===== src/hdl/adc_readout_consts.vh =====
// Constants for the dual-channel converter serial readout block.
// Assumes inclusion by the design file only; definitions, no logic.
`ifndef ADC_READOUT_CONSTS_VH
`define ADC_READOUT_CONSTS_VH

// Width of one converted result.
`define RES_W 14
// Clocks in a full readout frame.
`define FRAME_CLKS 6'h20
// Frame clock at which the first data bit is driven.
`define FIRST_BIT_CLK 6'h03
// Frame clock at which the second word starts (after two idle clocks).
`define SECOND_BIT_CLK 6'h13
// Clocks of data in one word.
`define WORD_CLKS 6'h0E
// Start edges without a serial clock edge that request light sleep.
`define NAP_EDGES 3'h2
// Start edges without a serial clock edge that request deep sleep.
`define SLEEP_EDGES 3'h4
// Result codes at the two ends of the scale.
`define CODE_ZERO 14'h0000
`define CODE_FULL 14'h3FFF
// Depth of the result FIFO.
`define FIFO_DEPTH 8
// Address width of the result FIFO (log2 of its depth); pointers carry one more wrap bit.
`define FIFO_AW 3

`endif

===== src/hdl/adc_readout.v =====
// Serial readout, framing and power-down control of a dual converter.
// Assumes start and serial clock pins are asynchronous to clk and that
// analog results arrive as saturation flags plus raw codes per channel.
`timescale 1ns/1ns
`include "adc_readout_consts.vh"

// ----------------------------------------------------------------
// Result FIFO
// ----------------------------------------------------------------
// Holds sampled result pairs until the serial shifter takes them.
module result_fifo #(
	parameter WIDTH = 28,
	parameter DEPTH = 8,
	parameter AW = 3
) (
	clk,
	sys_rst,
	in_data,
	in_valid,
	in_ready,
	out_data,
	out_valid,
	out_ready
);
	input clk;
	input sys_rst;
	input [WIDTH-1:0] in_data;
	input in_valid;
	output in_ready;
	input out_ready;
	output [WIDTH-1:0] out_data;
	output out_valid;

	// Storage array and pointers with an extra wrap bit.
	reg [WIDTH-1:0] mem [0:DEPTH-1];
	reg [AW:0] wr_ptr_r;
	reg [AW:0] rd_ptr_r;
	wire full;
	wire empty;
	assign empty = (wr_ptr_r == rd_ptr_r);
	assign full = (wr_ptr_r[AW-1:0] == rd_ptr_r[AW-1:0]) &&
		(wr_ptr_r[AW] != rd_ptr_r[AW]);
	assign in_ready = !full;
	assign out_valid = !empty;
	assign out_data = mem[rd_ptr_r[AW-1:0]];

	// Pointer update; a write and a read may happen together.
	always @(posedge clk) begin
		if (sys_rst) begin
			wr_ptr_r <= {(AW+1){1'b0}};
			rd_ptr_r <= {(AW+1){1'b0}};
		end else begin
			if (in_valid && !full) begin
				mem[wr_ptr_r[AW-1:0]] <= in_data;
				wr_ptr_r <= wr_ptr_r + 1'b1;
			end
			if (out_ready && !empty) begin
				rd_ptr_r <= rd_ptr_r + 1'b1;
			end
		end
	end
endmodule

// ----------------------------------------------------------------
// Readout top
// ----------------------------------------------------------------
// How it works
// Power-up lands in active state.
// Two starts without clock edge: light sleep.
// Reference stays on in light sleep.
// Serial clock edge wakes from light sleep.
// Four starts without clock edge: deep sleep.
// Host wakes deep sleep via clock, nap, clock.
// Deep to light sleep turns reference on.
// Host waits for reference to settle.
// Start begins frame; others ignored 32 clocks.
// Host picks start pulse duty cycle.
// Each clock edge steps conversion and data.
// Data begins third clock edge, MSB first.
// Host captures data on falling edges.
// Fourteen-bit results right-justified in 16 bits.
// Data pin released until conversion starts.
// Two released clocks between result words.
// Bit valid by next serial clock edge.
// Host drives device pins before its port.
// Results are natural binary codes.
// Out of range results saturate.
// Word one is pair zero, word two pair one.
module adc_readout (
	clk,
	sys_rst,
	conversion_start_in,
	serial_clk_in,
	input_pair_zero,
	input_pair_one,
	pair_zero_over,
	pair_zero_under,
	pair_one_over,
	pair_one_under,
	serial_data_out,
	serial_data_oe,
	reference_on,
	light_sleep,
	deep_sleep
);
	input clk;
	input sys_rst;
	input conversion_start_in;
	input serial_clk_in;
	input [`RES_W-1:0] input_pair_zero;
	input [`RES_W-1:0] input_pair_one;
	input pair_zero_over;
	input pair_zero_under;
	input pair_one_over;
	input pair_one_under;
	output serial_data_out;
	output serial_data_oe;
	output reference_on;
	output light_sleep;
	output deep_sleep;

	// Power states, one-hot.
	localparam ST_ACTIVE = 3'b001;
	localparam ST_NAP = 3'b010;
	localparam ST_SLEEP = 3'b100;

	// Two-stage synchronisers and edge history for the pins.
	reg [1:0] conversion_start_in_sync_r;
	reg [1:0] sck_sync_r;
	reg conversion_start_in_prev_r;
	reg sck_prev_r;
	wire conversion_start_in_rise;
	wire sck_rise;
	assign conversion_start_in_rise = conversion_start_in_sync_r[1] && !conversion_start_in_prev_r;
	assign sck_rise = sck_sync_r[1] && !sck_prev_r;
	// Falling serial clock edge: the host has taken the bit by then.
	wire sck_fall;
	assign sck_fall = !sck_sync_r[1] && sck_prev_r;

	// Frame and power state.
	reg [2:0] pwr_r;
	reg [2:0] pwr_nxt;
	reg [2:0] conversion_start_in_cnt_r;
	reg [5:0] frame_cnt_r;
	reg busy_r;
	reg [2*`RES_W-1:0] shift_r;
	reg sdo_r;
	reg sdo_oe_r;
	reg ref_on_r;
	reg nap_r;
	reg sleep_r;
	// Set from the last frame edge until the host has taken the last bit.
	reg tail_r;

	// Saturated codes for the sample taken at the start edge.
	wire [`RES_W-1:0] code0;
	wire [`RES_W-1:0] code1;
	assign code0 = pair_zero_over ? `CODE_FULL :
		(pair_zero_under ? `CODE_ZERO : input_pair_zero);
	assign code1 = pair_one_over ? `CODE_FULL :
		(pair_one_under ? `CODE_ZERO : input_pair_one);

	// FIFO between the sampler and the serial shifter.
	wire fifo_in_ready;
	wire fifo_out_valid;
	wire [2*`RES_W-1:0] fifo_out_data;
	wire start_ok;
	wire fifo_take;
	// A start is taken only while idle and awake enough to convert.
	assign start_ok = conversion_start_in_rise && !busy_r && pwr_r == ST_ACTIVE &&
		conversion_start_in_cnt_r == 3'h0 && fifo_in_ready;
	assign fifo_take = busy_r && sck_rise &&
		frame_cnt_r == `FIRST_BIT_CLK - 6'h01;

	result_fifo #(
		.WIDTH(2*`RES_W),
		.DEPTH(`FIFO_DEPTH),
		.AW(`FIFO_AW)
	) u_fifo (
		.clk(clk),
		.sys_rst(sys_rst),
		.in_data({code0, code1}),
		.in_valid(start_ok),
		.in_ready(fifo_in_ready),
		.out_data(fifo_out_data),
		.out_valid(fifo_out_valid),
		.out_ready(fifo_take)
	);

	// Synchronise the pins before any logic reads them.
	always @(posedge clk) begin
		if (sys_rst) begin
			conversion_start_in_sync_r <= 2'b00;
			sck_sync_r <= 2'b00;
			conversion_start_in_prev_r <= 1'b0;
			sck_prev_r <= 1'b0;
		end else begin
			conversion_start_in_sync_r <= {conversion_start_in_sync_r[0], conversion_start_in};
			sck_sync_r <= {sck_sync_r[0], serial_clk_in};
			conversion_start_in_prev_r <= conversion_start_in_sync_r[1];
			sck_prev_r <= sck_sync_r[1];
		end
	end

	// Next power state from counted start edges and clock edges.
	always @* begin
		pwr_nxt = pwr_r;
		case (pwr_r)
			ST_ACTIVE: begin
				if (conversion_start_in_rise && conversion_start_in_cnt_r + 3'h1 == `NAP_EDGES)
					pwr_nxt = ST_NAP;
			end
			ST_NAP: begin
				if (sck_rise)
					pwr_nxt = ST_ACTIVE;
				else if (conversion_start_in_rise &&
					conversion_start_in_cnt_r + 3'h1 == `SLEEP_EDGES)
					pwr_nxt = ST_SLEEP;
			end
			ST_SLEEP: begin
				// Clock edges re-arm counting; a nap request follows.
				if (conversion_start_in_rise && conversion_start_in_cnt_r + 3'h1 == `NAP_EDGES)
					pwr_nxt = ST_NAP;
			end
			default: pwr_nxt = ST_ACTIVE;
		endcase
	end

	// Power state, edge counter and reference control.
	always @(posedge clk) begin
		if (sys_rst) begin
			pwr_r <= ST_ACTIVE;
			conversion_start_in_cnt_r <= 3'h0;
			ref_on_r <= 1'b1;
			nap_r <= 1'b0;
			sleep_r <= 1'b0;
		end else begin
			pwr_r <= pwr_nxt;
			// Any rising serial clock edge clears the run of start edges.
			if (sck_rise)
				conversion_start_in_cnt_r <= 3'h0;
			// Every start edge of a run counts, also one that opens a
			// frame or that a running frame ignores; the count stops
			// at the deep sleep figure so that further starts hold it.
			else if (conversion_start_in_rise && conversion_start_in_cnt_r != `SLEEP_EDGES)
				conversion_start_in_cnt_r <= conversion_start_in_cnt_r + 3'h1;
			// Reference off only in deep sleep; on again from nap.
			ref_on_r <= (pwr_nxt != ST_SLEEP);
			nap_r <= (pwr_nxt == ST_NAP);
			sleep_r <= (pwr_nxt == ST_SLEEP);
		end
	end

	// Frame sequencer and serial shifter.
	always @(posedge clk) begin
		if (sys_rst) begin
			busy_r <= 1'b0;
			frame_cnt_r <= 6'h00;
			shift_r <= {2*`RES_W{1'b0}};
			sdo_r <= 1'b0;
			sdo_oe_r <= 1'b0;
			tail_r <= 1'b0;
		end else if (start_ok) begin
			busy_r <= 1'b1;
			frame_cnt_r <= 6'h00;
			// The first two clocks of a frame leave the line released.
			sdo_oe_r <= 1'b0;
			tail_r <= 1'b0;
		end else if (tail_r && sck_fall) begin
			// The host has taken the last bit: release the line.
			sdo_oe_r <= 1'b0;
			tail_r <= 1'b0;
		end else if (busy_r && sck_rise) begin
			// Every serial clock edge steps the frame one place.
			frame_cnt_r <= frame_cnt_r + 6'h01;
			if (frame_cnt_r + 6'h01 == `FRAME_CLKS) begin
				// Last edge of the frame: its bit must stand until
				// the following falling edge, so the release waits.
				busy_r <= 1'b0;
				tail_r <= 1'b1;
			end
			if (fifo_take) begin
				// Third edge: first MSB of pair zero goes out.
				sdo_r <= fifo_out_data[2*`RES_W-1];
				shift_r <= {fifo_out_data[2*`RES_W-2:0], 1'b0};
				sdo_oe_r <= 1'b1;
			end else if (frame_cnt_r + 6'h01 ==
				`FIRST_BIT_CLK + `WORD_CLKS) begin
				sdo_oe_r <= 1'b0;
			end else if (frame_cnt_r + 6'h01 == `SECOND_BIT_CLK) begin
				sdo_r <= shift_r[2*`RES_W-1];
				shift_r <= {shift_r[2*`RES_W-2:0], 1'b0};
				sdo_oe_r <= 1'b1;
			end else if (frame_cnt_r + 6'h01 ==
				`SECOND_BIT_CLK + `WORD_CLKS) begin
				sdo_oe_r <= 1'b0;
			end else if (sdo_oe_r) begin
				sdo_r <= shift_r[2*`RES_W-1];
				shift_r <= {shift_r[2*`RES_W-2:0], 1'b0};
			end
		end
	end

	assign serial_data_out = sdo_r;
	assign serial_data_oe = sdo_oe_r;
	assign reference_on = ref_on_r;
	assign light_sleep = nap_r;
	assign deep_sleep = sleep_r;
endmodule


===== config.mk =====
export PLATFORM = sky130hd
export DESIGN_NAME = adc_readout
export DESIGN_NICKNAME = d
export VERILOG_FILES = /design/src/hdl/adc_readout.v
export VERILOG_INCLUDE_DIRS = /design/src /design/src/hdl
export SDC_FILE = /design/constraint.sdc
export NUM_CORES = 1
export LEC_CHECK = 0
export BUFFER_PORTS_ARGS = -buffer_cell sky130_fd_sc_hd__buf_2
export CORE_AREA = 2 2 205 207
export DETAILED_ROUTE_END_ITERATION = 16
export DIE_AREA = 0 0 207 209
export GPL_ROUTABILITY_DRIVEN = 0
export SLEW_MARGIN = 30
export SYNTH_ARGS = -nofsm -noshare
export SYNTH_HDL_FRONTEND = slang
export SYNTH_SLANG_ARGS = --single-unit

===== constraint.sdc =====
create_clock -name clk -period 11 [get_ports clk]
set_input_delay 1.1 -clock clk [delete_from_list [all_inputs] [get_ports clk]]
set_output_delay 1.1 -clock clk [all_outputs]
set_load 0.005 [all_outputs]

* After elaboration in Yosys (flattened, before gate mapping)
Memories as Yosys holds them, arrays and structs flattened. A register that Yosys moved wholly into a read port is not among the register bits. Index checks and enable logic that the tools add are counted.
Word-level totals: register bits after elaboration 61, RAM bits 224, input port bits 36, output and inout bits 5, logic and storage cells 111, memories 1
Memory list:
- u_fifo.mem | depth 8, width 28, rd ports 1, clocked after Yosys merged registers in 1, wr ports 1, RTL line adc_readout.v:35 | reg [WIDTH-1:0] mem [0:DEPTH-1];
Cells by class: add/sub/neg operators 4, eq/ne operators 20, muxes and demuxes 31, bitwise logic cells 2, reduce and logical (&&, ||, !) cells 36
Operator list (count):
- 28-bit two-way mux | 5
- 14-bit two-way mux | 4
- 1-bit logical AND | 16
- 1-bit two-way mux | 16
- 3-bit two-way mux | 5
- 6-bit by 5-bit == test with 1-bit output, second input constant | 2
- 6-bit == test, second input constant | 2
- 3-bit by 2-bit == test with 1-bit output, second input constant | 3
- 3-bit == test, second input constant | 3
- 4-bit by 1-bit adder with 4-bit output, second input constant | 2
- 6-bit by 1-bit adder with 6-bit output, second input constant | 1
- 6-bit by 2-bit == test with 1-bit output, second input constant | 1
- 1-bit zero test | 6
- 3-bit != test, second input constant | 2
- 3-bit case mux with 2 select lines | 1
- 2-bit AND reduction | 3
- 6-bit AND reduction | 1
- 2-bit OR reduction | 3
- 4-bit == test | 1
- 2-bit by 1-bit != test with 1-bit output, second input constant | 2
- 2-bit nonzero test | 2
- 4-bit nonzero test | 1
- 3-bit by 1-bit adder with 3-bit output, second input constant | 1
- 3-bit by 1-bit == test with 1-bit output, second input constant | 1
- other kinds (8) | 9

* Depth between registers and ports, before layout
Gate-level depths: netlist of run 1.
depth after elaboration 10, gate-level depth with buffers 10

* Hierarchy
From an unflattened synthesis of run 1, not the netlist that was laid out.
Unflattened totals: cells, all modules 719, area total of the unflattened synthesis 12137.9 µm²
Modules (own cells, without submodules):
- result_fifo | times used 1, cells an instance 407, area each 9115.0 µm², sequential area each 6946.7 µm²
- adc_readout | times used 1, cells an instance 312, area each 3022.9 µm², sequential area each 1041.0 µm²

* Worst setup path after synthesis of run 1
Ideal clock, no wire load.
kind input-to-reg, start input sys_rst, end memory u_fifo.mem[4][0] (enable), library setup time 448 ps, arrival 3644 ps, data required time 10552 ps, setup slack 6908 ps, cell stages on the path 4, buffers on the path 2, cell sequence clkbuf_1 -> clkbuf_1 -> nand3b_1 -> nor3_1
Between the ends: word-level cells in the longest chain between the ends 2
RTL lines:
- from (decl) | RTL line adc_readout.v:107 | input sys_rst;
- 1-bit two-way mux | RTL line adc_readout.v:49 | if (sys_rst) begin
- 1-bit two-way mux (implied by the code) | RTL line adc_readout.v:54 | mem[wr_ptr_r[AW-1:0]] <= in_data;
- to (decl) | RTL line adc_readout.v:35
No other way between the ends.

* Worst setup path in the final report of run 1
start register conversion_start_in_cnt_r[0], end memory u_fifo.mem[0][18] (enable)
Between the ends: word-level cells in the longest chain between the ends 7
RTL lines:
- from (decl) | RTL line adc_readout.v:143 | reg [2:0] conversion_start_in_cnt_r;
- from (signal assigned) | RTL line adc_readout.v:246 | conversion_start_in_cnt_r <= conversion_start_in_cnt_r + 3'h1;
- 3-bit zero test | RTL line adc_readout.v:171 | conversion_start_in_cnt_r == 3'h0 && fifo_in_ready;
- 1-bit logical AND | RTL line adc_readout.v:170 | assign start_ok = conversion_start_in_rise && !busy_r && pwr_r == ST_ACTIVE &&
- 1-bit logical AND | RTL line adc_readout.v:171
- 1-bit logical AND | RTL line adc_readout.v:53 | if (in_valid && !full) begin
- 1-bit two-way mux | RTL line adc_readout.v:53
- 1-bit two-way mux | RTL line adc_readout.v:49
- 1-bit two-way mux (implied by the code) | RTL line adc_readout.v:54
No other way between the ends.

==> impl_metrics.env, run 1 <==
export IMPL_status="finished, final reports clean"
export IMPL_ir_drop_mv=0.0714
export IMPL_num_antenna_cells=0
export IMPL_cts_root_buf="clkbuf_16"
export IMPL_sw_frac_of_total_pct=20.2
export IMPL_cp_start_kind="flip-flop"
export IMPL_reg2reg_from="conversion_start_in_cnt_r[0]"
export IMPL_cts_setup_buffers=0
export IMPL_leakage_nw=4.26
export IMPL_synth_edf_count=224
export IMPL_multi_input_area_um2=3570
export IMPL_path_max_fanout=19
export IMPL_arrival_ns=3.26
export IMPL_grt_remaining_overflow=0
export IMPL_whs_ns=0.446
export IMPL_timing_fmax_mhz=330
export IMPL_p_switching_mw=0.446
export IMPL_netlist_instances=716
export IMPL_initial_core_util_pct=28.5
export IMPL_seqPwrFrac_pct=53.3
export IMPL_async_flop_share_pct=0
export IMPL_fillers=3991
export IMPL_grt_pass1_wl_um=36100
export IMPL_tightest_slew_ns=0.846
export IMPL_num_io_pins=41
export IMPL_yosys_warnings=0
export IMPL_worstPathRequired_ns=11.23
export IMPL_syn_to_final_growth_pct=15.9
export IMPL_crit_start="conversion_start_in_cnt_r[0]"
export IMPL_r2r_slack_ns=7.97
export IMPL_hold_viol=0
export IMPL_wl_per_cell_um=17.3
export IMPL_numClockSinks=287
export IMPL_nets=799
export IMPL_place_hpwl_um=13800
export IMPL_grt_max_degree=84
export IMPL_num_vias=6051
export IMPL_r2r_cells=8
export IMPL_critPathKind="flip-flop to flip-flop"
export IMPL_m1WireLength_um=11300
export IMPL_dieHeight_um=209
export IMPL_wl_met2_um=10300
export IMPL_cts_hold_buf=0
export IMPL_dieArea_um2=43300
export IMPL_hp_class="flip-flop to flip-flop"
export IMPL_io_buffers=40
export IMPL_regArea_um2=8000
export IMPL_post_route_period_util_pct=27.6
export IMPL_routed_wl_um=22800
export IMPL_drc=0
export IMPL_grt_pass1_vias=6120
export IMPL_ys_flop_type="edfxtp_1"
export IMPL_cp_end_kind="flip-flop"
export IMPL_slew_viol_final=0
export IMPL_ant_nets=0
export IMPL_cts_htree_levels=1
export IMPL_vias_per_cell=4.60
export IMPL_synthesis_area_um2=11800
export IMPL_antenna_found_initial=0
export IMPL_clock_skew_ns=0.0181
export IMPL_rsz0062_at_grt="false"
export IMPL_pwr_share_comb_pct=2.3
export IMPL_clk_path_buf_depth=3
export IMPL_die_x_um=207
export IMPL_synth_cell_types=47
export IMPL_cts_made_buffers=29
export IMPL_grtUsageTotal_pct=10.6
export IMPL_rows=75
export IMPL_routed_top_layer="met4"
export IMPL_core_um2=41300
export IMPL_avgSynthCellArea_um2=16.5
export IMPL_cts_tree="done"
export IMPL_cap_violations=0
export IMPL_synth_seq_cells=287
export IMPL_ctsResizeCount=0
export IMPL_yosysSeqAreaShare_pct=67.8
export IMPL_drt_iter0_drc=550
export IMPL_drive_above_1_share_pct=22.0
export IMPL_wl_met3_um=886
export IMPL_power_density_nw_per_um2=162
export IMPL_first_pass_iters=5
export IMPL_clkLatencyLatePin_ns=0.56
export IMPL_setup_worst_path_end="u_fifo.mem[0][18]"
export IMPL_tns_ns=0
export IMPL_path_clk_slew_ns=0.06
export IMPL_p_int_mw=1.76
export IMPL_p_clk_share_pct=44.4
export IMPL_setup_violations=0
export IMPL_max_slew_margin_pct=43.6
export IMPL_fin_crit_ns=3.03
export IMPL_r2r_end="u_fifo.mem[0][18]"
export IMPL_syn_num_nets=761
[power groups by stage]
stage	Clock (mW)	Sequential, mW	Combinational [mW]
floorplan	0	1.20	0.0300
global placement	0	1.20	0.0499
detailed placement	0	1.20	0.0515
CTS	1.00	1.18	0.0517
global route	1.05	1.18	0.0567
finish	0.980	1.18	0.0504
[cell usage in the layout, fill, tap and decap left out, types with 7 or more instances in the layout]
cell and instances:
ha_1 9, a21o_1 29, xor2_1 13, mux4_2 56, nor3_1 8, nor2b_1 8
edfxtp_1 224, clkbuf_16 29, buf_2 40, clkinv_2 7, inv_1 12, dfxtp_1 60
a211o_1 27, nor2_1 51, nand2_1 15, a21oi_1 10, nand2b_1 34, mux2i_1 58
[routing by layer]
metal | global-route usage, % | vias to the layer above
met4 | 2.17 | 0
met3 | 1.91 | 26
met1 | 15.7 | 3098
li1 | - | 2829
met2 | 16.2 | 98
met5 | 0.222 | -
[registers in the layout, summed over array words and instances (netlist names), named ones only]
| signal | flops |
|---|---|
| u_fifo.rd_ptr_r | 4 |
| u_fifo.mem | 224 |
| serial_data_oe | 1 |
| u_fifo.wr_ptr_r | 4 |
| sck_sync_r | 2 |
| serial_data_out | 1 |
| conversion_start_in_sync_r | 2 |
| busy_r | 1 |
| reference_on | 1 |
| shift_r | 27 |
| light_sleep | 1 |
| pwr_r | 3 |
| deep_sleep | 1 |
| sck_prev_r | 1 |
| conversion_start_in_cnt_r | 3 |
| tail_r | 1 |
| frame_cnt_r | 6 |
| conversion_start_in_prev_r | 1 |
[worst min path at each step]
stage | from | end | slack [ns] | depth (start not counted)
finish | tail_r | tail_r | 0.45 | 2
global route | tail_r | tail_r | 0.47 | 2
CTS | tail_r | tail_r | 0.45 | 2
detailed placement | conversion_start_in_sync_r[0] | conversion_start_in_sync_r[1] | 0.43 | 1
global placement | sck_sync_r[0] | sck_sync_r[1] | 0.43 | 1
floorplan | conversion_start_in_sync_r[0] | conversion_start_in_sync_r[1] | 0.41 | 1
[stage by stage]
step / utilization, % / setup WS, ns / cell area [µm²] / total power [mW] / std cells
3_5_place_dp: 30.5 / 7.46 / 12600 / 1.25 / 1259
5_1_grt: 33.1 / 7.65 / 13600 / 2.28 / 1316
2_1_floorplan: - / 6.91 / 11800 / 1.23 / 716
6_report: 33.1 / 7.97 / 13600 / 2.21 / 1316
3_3_place_gp: 30.3 / 7.44 / 12500 / 1.25 / 1256
4_1_cts: 32.8 / 7.68 / 13600 / 2.23 / 1313
[cell usage after synthesis, types with 3 or more instances]
cell / count / area (µm²)
o21ai_1: 3 / 15.0
xor2_1: 13 / 114
a211o_1: 27 / 236
ha_1: 9 / 113
nor2b_1: 8 / 50.1
dfxtp_1: 63 / 1260
nand2_1: 15 / 56.3
a31oi_1: 3 / 18.8
nand3_1: 3 / 15.0
inv_1: 12 / 45.0
a21oi_1: 10 / 50.1
mux4_2: 56 / 1260
or3_1: 3 / 18.8
buf_1: 4 / 15.0
buf_4: 8 / 60.1
xnor2_1: 4 / 35.0
a21o_1: 29 / 218
nor2_1: 57 / 214
buf_2: 11 / 55.1
clkbuf_1: 19 / 71.3
nand2b_1: 34 / 213
mux2i_1: 58 / 581
nor3_1: 10 / 50.1
edfxtp_1: 224 / 6730
[final cells by class]
class / count / area share, %
clock buffers: 36 / 5.66
flip-flops and latches: 287 / 58.6
well taps: 539 / 4.94
inverters: 12 / 0.330
clock inverters: 18 / 1.35
repair buffers: 52 / 3.01
multi-input cells: 372 / 26.1
[logic make-up after synthesis]
group,after synthesis,synth area share (%)
flip-flops,287,67.8
AND/OR/NAND/NOR,148,6.42
multiplexers,114,15.6
AO/OA/AOI/OAI,84,5.40
buffers and inverters,57,2.53
XOR/XNOR,17,1.26
adder cells (fa/ha/maj),9,0.956
[critical path, stage by stage, from the launching register on]
cell     delay (ns)
dfxtp_1        0.32
inv_1          0.09
ha_1           0.17
nor4b_1        0.27
nand3_1        0.17
a21oi_2        0.36
nand2_1        0.34
nor3_4         0.57
buf_4          0.42
Note: power is estimated with default switching activity, not from simulation.
==> run 2, diff against run 1 <==
==> constraint.sdc (replaced) <==
create_clock -name clk -period 2.4 [get_ports clk]
set_input_delay 0.24 -clock clk [delete_from_list [all_inputs] [get_ports clk]]
set_output_delay 0.24 -clock clk [all_outputs]
set_load 0.005 [all_outputs]
==> run 2 against run 1 <==
Final cell count up 1.7%; clock power grew to 4.7 times the previous value; total power grew to 4.6 times the previous value; combinational power grew to 4.8 times the previous value; flip-flop and latch count did not move; final area is 1.6% higher; die area unchanged; via count up 0.28%; largest power group unchanged; core utilization grew 0.52 points; clock skew down 0.0025 ns; first-iteration DRC count is 19% lower; fmax up 39%.
==> impl_metrics.env, run 2 (same netlist as run 1, synthesis figures left out) <==
export IMPL_cp_start_kind="flip-flop"
export IMPL_r2r_cells=8
export IMPL_path_cells="inv_2 -> ha_4 -> nor4b_2 -> nand3_1 -> a21oi_4 -> nand2_1 -> nor3_4 -> buf_4"
export IMPL_cp_top_family="simple AND/OR/NAND/NOR gates"
export IMPL_drive_above_1_share_pct=24.2
export IMPL_syn_to_final_growth_pct=17.7
export IMPL_fin_crit_ns=2.18
export IMPL_cts_hold_buf=2
export IMPL_dieArea_um2=43300
export IMPL_power_density_nw_per_um2=736
export IMPL_ant_nets=0
export IMPL_clk_path_buf_depth=3
export IMPL_wl_per_cell_um=17.1
export IMPL_rsz0062_at_grt="false"
export IMPL_first_pass_iters=4
export IMPL_nets=819
export IMPL_reg2reg_from="conversion_start_in_cnt_r[1]"
export IMPL_grt_pass1_vias=6176
export IMPL_numClockSinks=287
export IMPL_cts_setup_buffers=0
export IMPL_whs_ns=0.133
export IMPL_path_clk_slew_ns=0.06
export IMPL_setup_violations=0
export IMPL_arrival_ns=2.42
export IMPL_drc=0
export IMPL_largest_reg_flops=224
export IMPL_cts_tree="done"
export IMPL_fillers=3974
export IMPL_status="finished, final reports clean"
export IMPL_dieHeight_um=209
export IMPL_core_um2=41300
export IMPL_hp_class="input port to flip-flop"
export IMPL_leakage_nw=4.36
export IMPL_cts_made_buffers=31
export IMPL_path_max_fanout=17
export IMPL_cp_end_kind="flip-flop"
export IMPL_final_cell_mix="224 x edfxtp_1, 58 x mux2i_1, 58 x dfxtp_1, 56 x mux4_2, 51 x nor2_1"
export IMPL_final_common_cell="edfxtp_1"
export IMPL_setup_slack_ns=0.220
export IMPL_drt_iter0_drc=446
export IMPL_initial_core_util_pct=28.5
export IMPL_setup_worst_path_end="u_fifo.mem[0][21]"
export IMPL_timing_fmax_mhz=459
export IMPL_clkLatencyLatePin_ns=0.57
export IMPL_slew_viol_final=0
export IMPL_clock_skew_ns=0.0156
export IMPL_r2r_slack_ns=0.22
export IMPL_grt_max_degree=57
export IMPL_grt_pass1_wl_um=35800
export IMPL_critPathKind="flip-flop to flip-flop"
export IMPL_hold_viol=0
export IMPL_post_route_period_util_pct=90.8
export IMPL_ir_drop_mv=0.522
export IMPL_tightest_slew_ns=0.518
export IMPL_rows=75
export IMPL_worstPathRequired_ns=2.64
export IMPL_max_slew_margin_pct=65.4
export IMPL_grtUsageTotal_pct=10.5
export IMPL_place_ws_ns=0.202
export IMPL_cp_slowest_cell="dfxtp_2"
export IMPL_antenna_found_initial=0
export IMPL_crit_cells=8
export IMPL_num_io_pins=41
export IMPL_cp_num_buf_inv=2
export IMPL_cts_htree_levels=1
export IMPL_vias_per_cell=4.54
export IMPL_die_x_um=207
export IMPL_io_buffers=40
export IMPL_r2r_end="u_fifo.mem[0][21]"
export IMPL_num_vias=6068
export IMPL_ctsResizeCount=0
export IMPL_cap_violations=0
export IMPL_crit_start="conversion_start_in_cnt_r[1]"
export IMPL_grt_remaining_overflow=0
export IMPL_slowest_delay_ns=0.33
export IMPL_routed_wl_um=22900
export IMPL_num_antenna_cells=0
export IMPL_place_hpwl_um=14300
export IMPL_cts_root_buf="clkbuf_16"
-- run 2: layout make-up --
| cell class | count | area [µm²] | area share (%) |
|---|---|---|---|
| Sequential cell | 287 | 8000 | 57.7 |
| Multi-Input combinational cell | 372 | 3600 | 25.9 |
| Clock buffer | 39 | 826 | 5.96 |
| Tap cell | 539 | 674 | 4.86 |
| Timing Repair Buffer | 70 | 568 | 4.10 |
| Clock inverter | 19 | 158 | 1.14 |
| Inverter | 12 | 45.0 | 0.325 |
-- run 2: power breakdown --
| part | total, mW | internal, mW | switching, mW |
|---|---|---|---|
| registers | 5.39 | 5.38 | 0.00773 |
| clock network | 4.57 | 2.65 | 1.92 |
| logic | 0.242 | 0.0836 | 0.158 |
-- run 2: per-layer routing --
metal	wire (µm)	up-vias	global-route usage, %
met4	510	0	2.41
met5	0	-	0
met3	876	34	1.74
met2	10700	99	17.2
met1	10800	3059	14.7
li1	-	2876	-
-- run 2: worst min-delay path by stage --
stage                                         end  slack, ns           startpoint  cells after the start
floorplan           conversion_start_in_sync_r[0]       0.37  conversion_start_in                      1
global placement                           tail_r       0.43               tail_r                      2
detailed placement                  sck_sync_r[1]       0.43        sck_sync_r[0]                      1
CTS                             u_fifo.mem[0][12]       0.10   input_pair_one[12]                      2
global route                    u_fifo.mem[0][12]       0.14   input_pair_one[12]                      2
finish                          u_fifo.mem[0][12]       0.13   input_pair_one[12]                      2
-- run 2: per-stage QoR --
stage | setup TNS [ns] | power, mW | util (%) | instance area, µm² | std cells
CTS | 0 | 10.3 | 33.6 | 13900 | 1338
floorplan | -9.77 | 5.64 | - | 11900 | 716
global placement | 0 | 5.74 | 31.1 | 12900 | 1278
finish | 0 | 10.2 | 33.6 | 13900 | 1338
detailed placement | 0 | 5.74 | 31.1 | 12900 | 1278
global route | 0 | 10.6 | 33.6 | 13900 | 1338
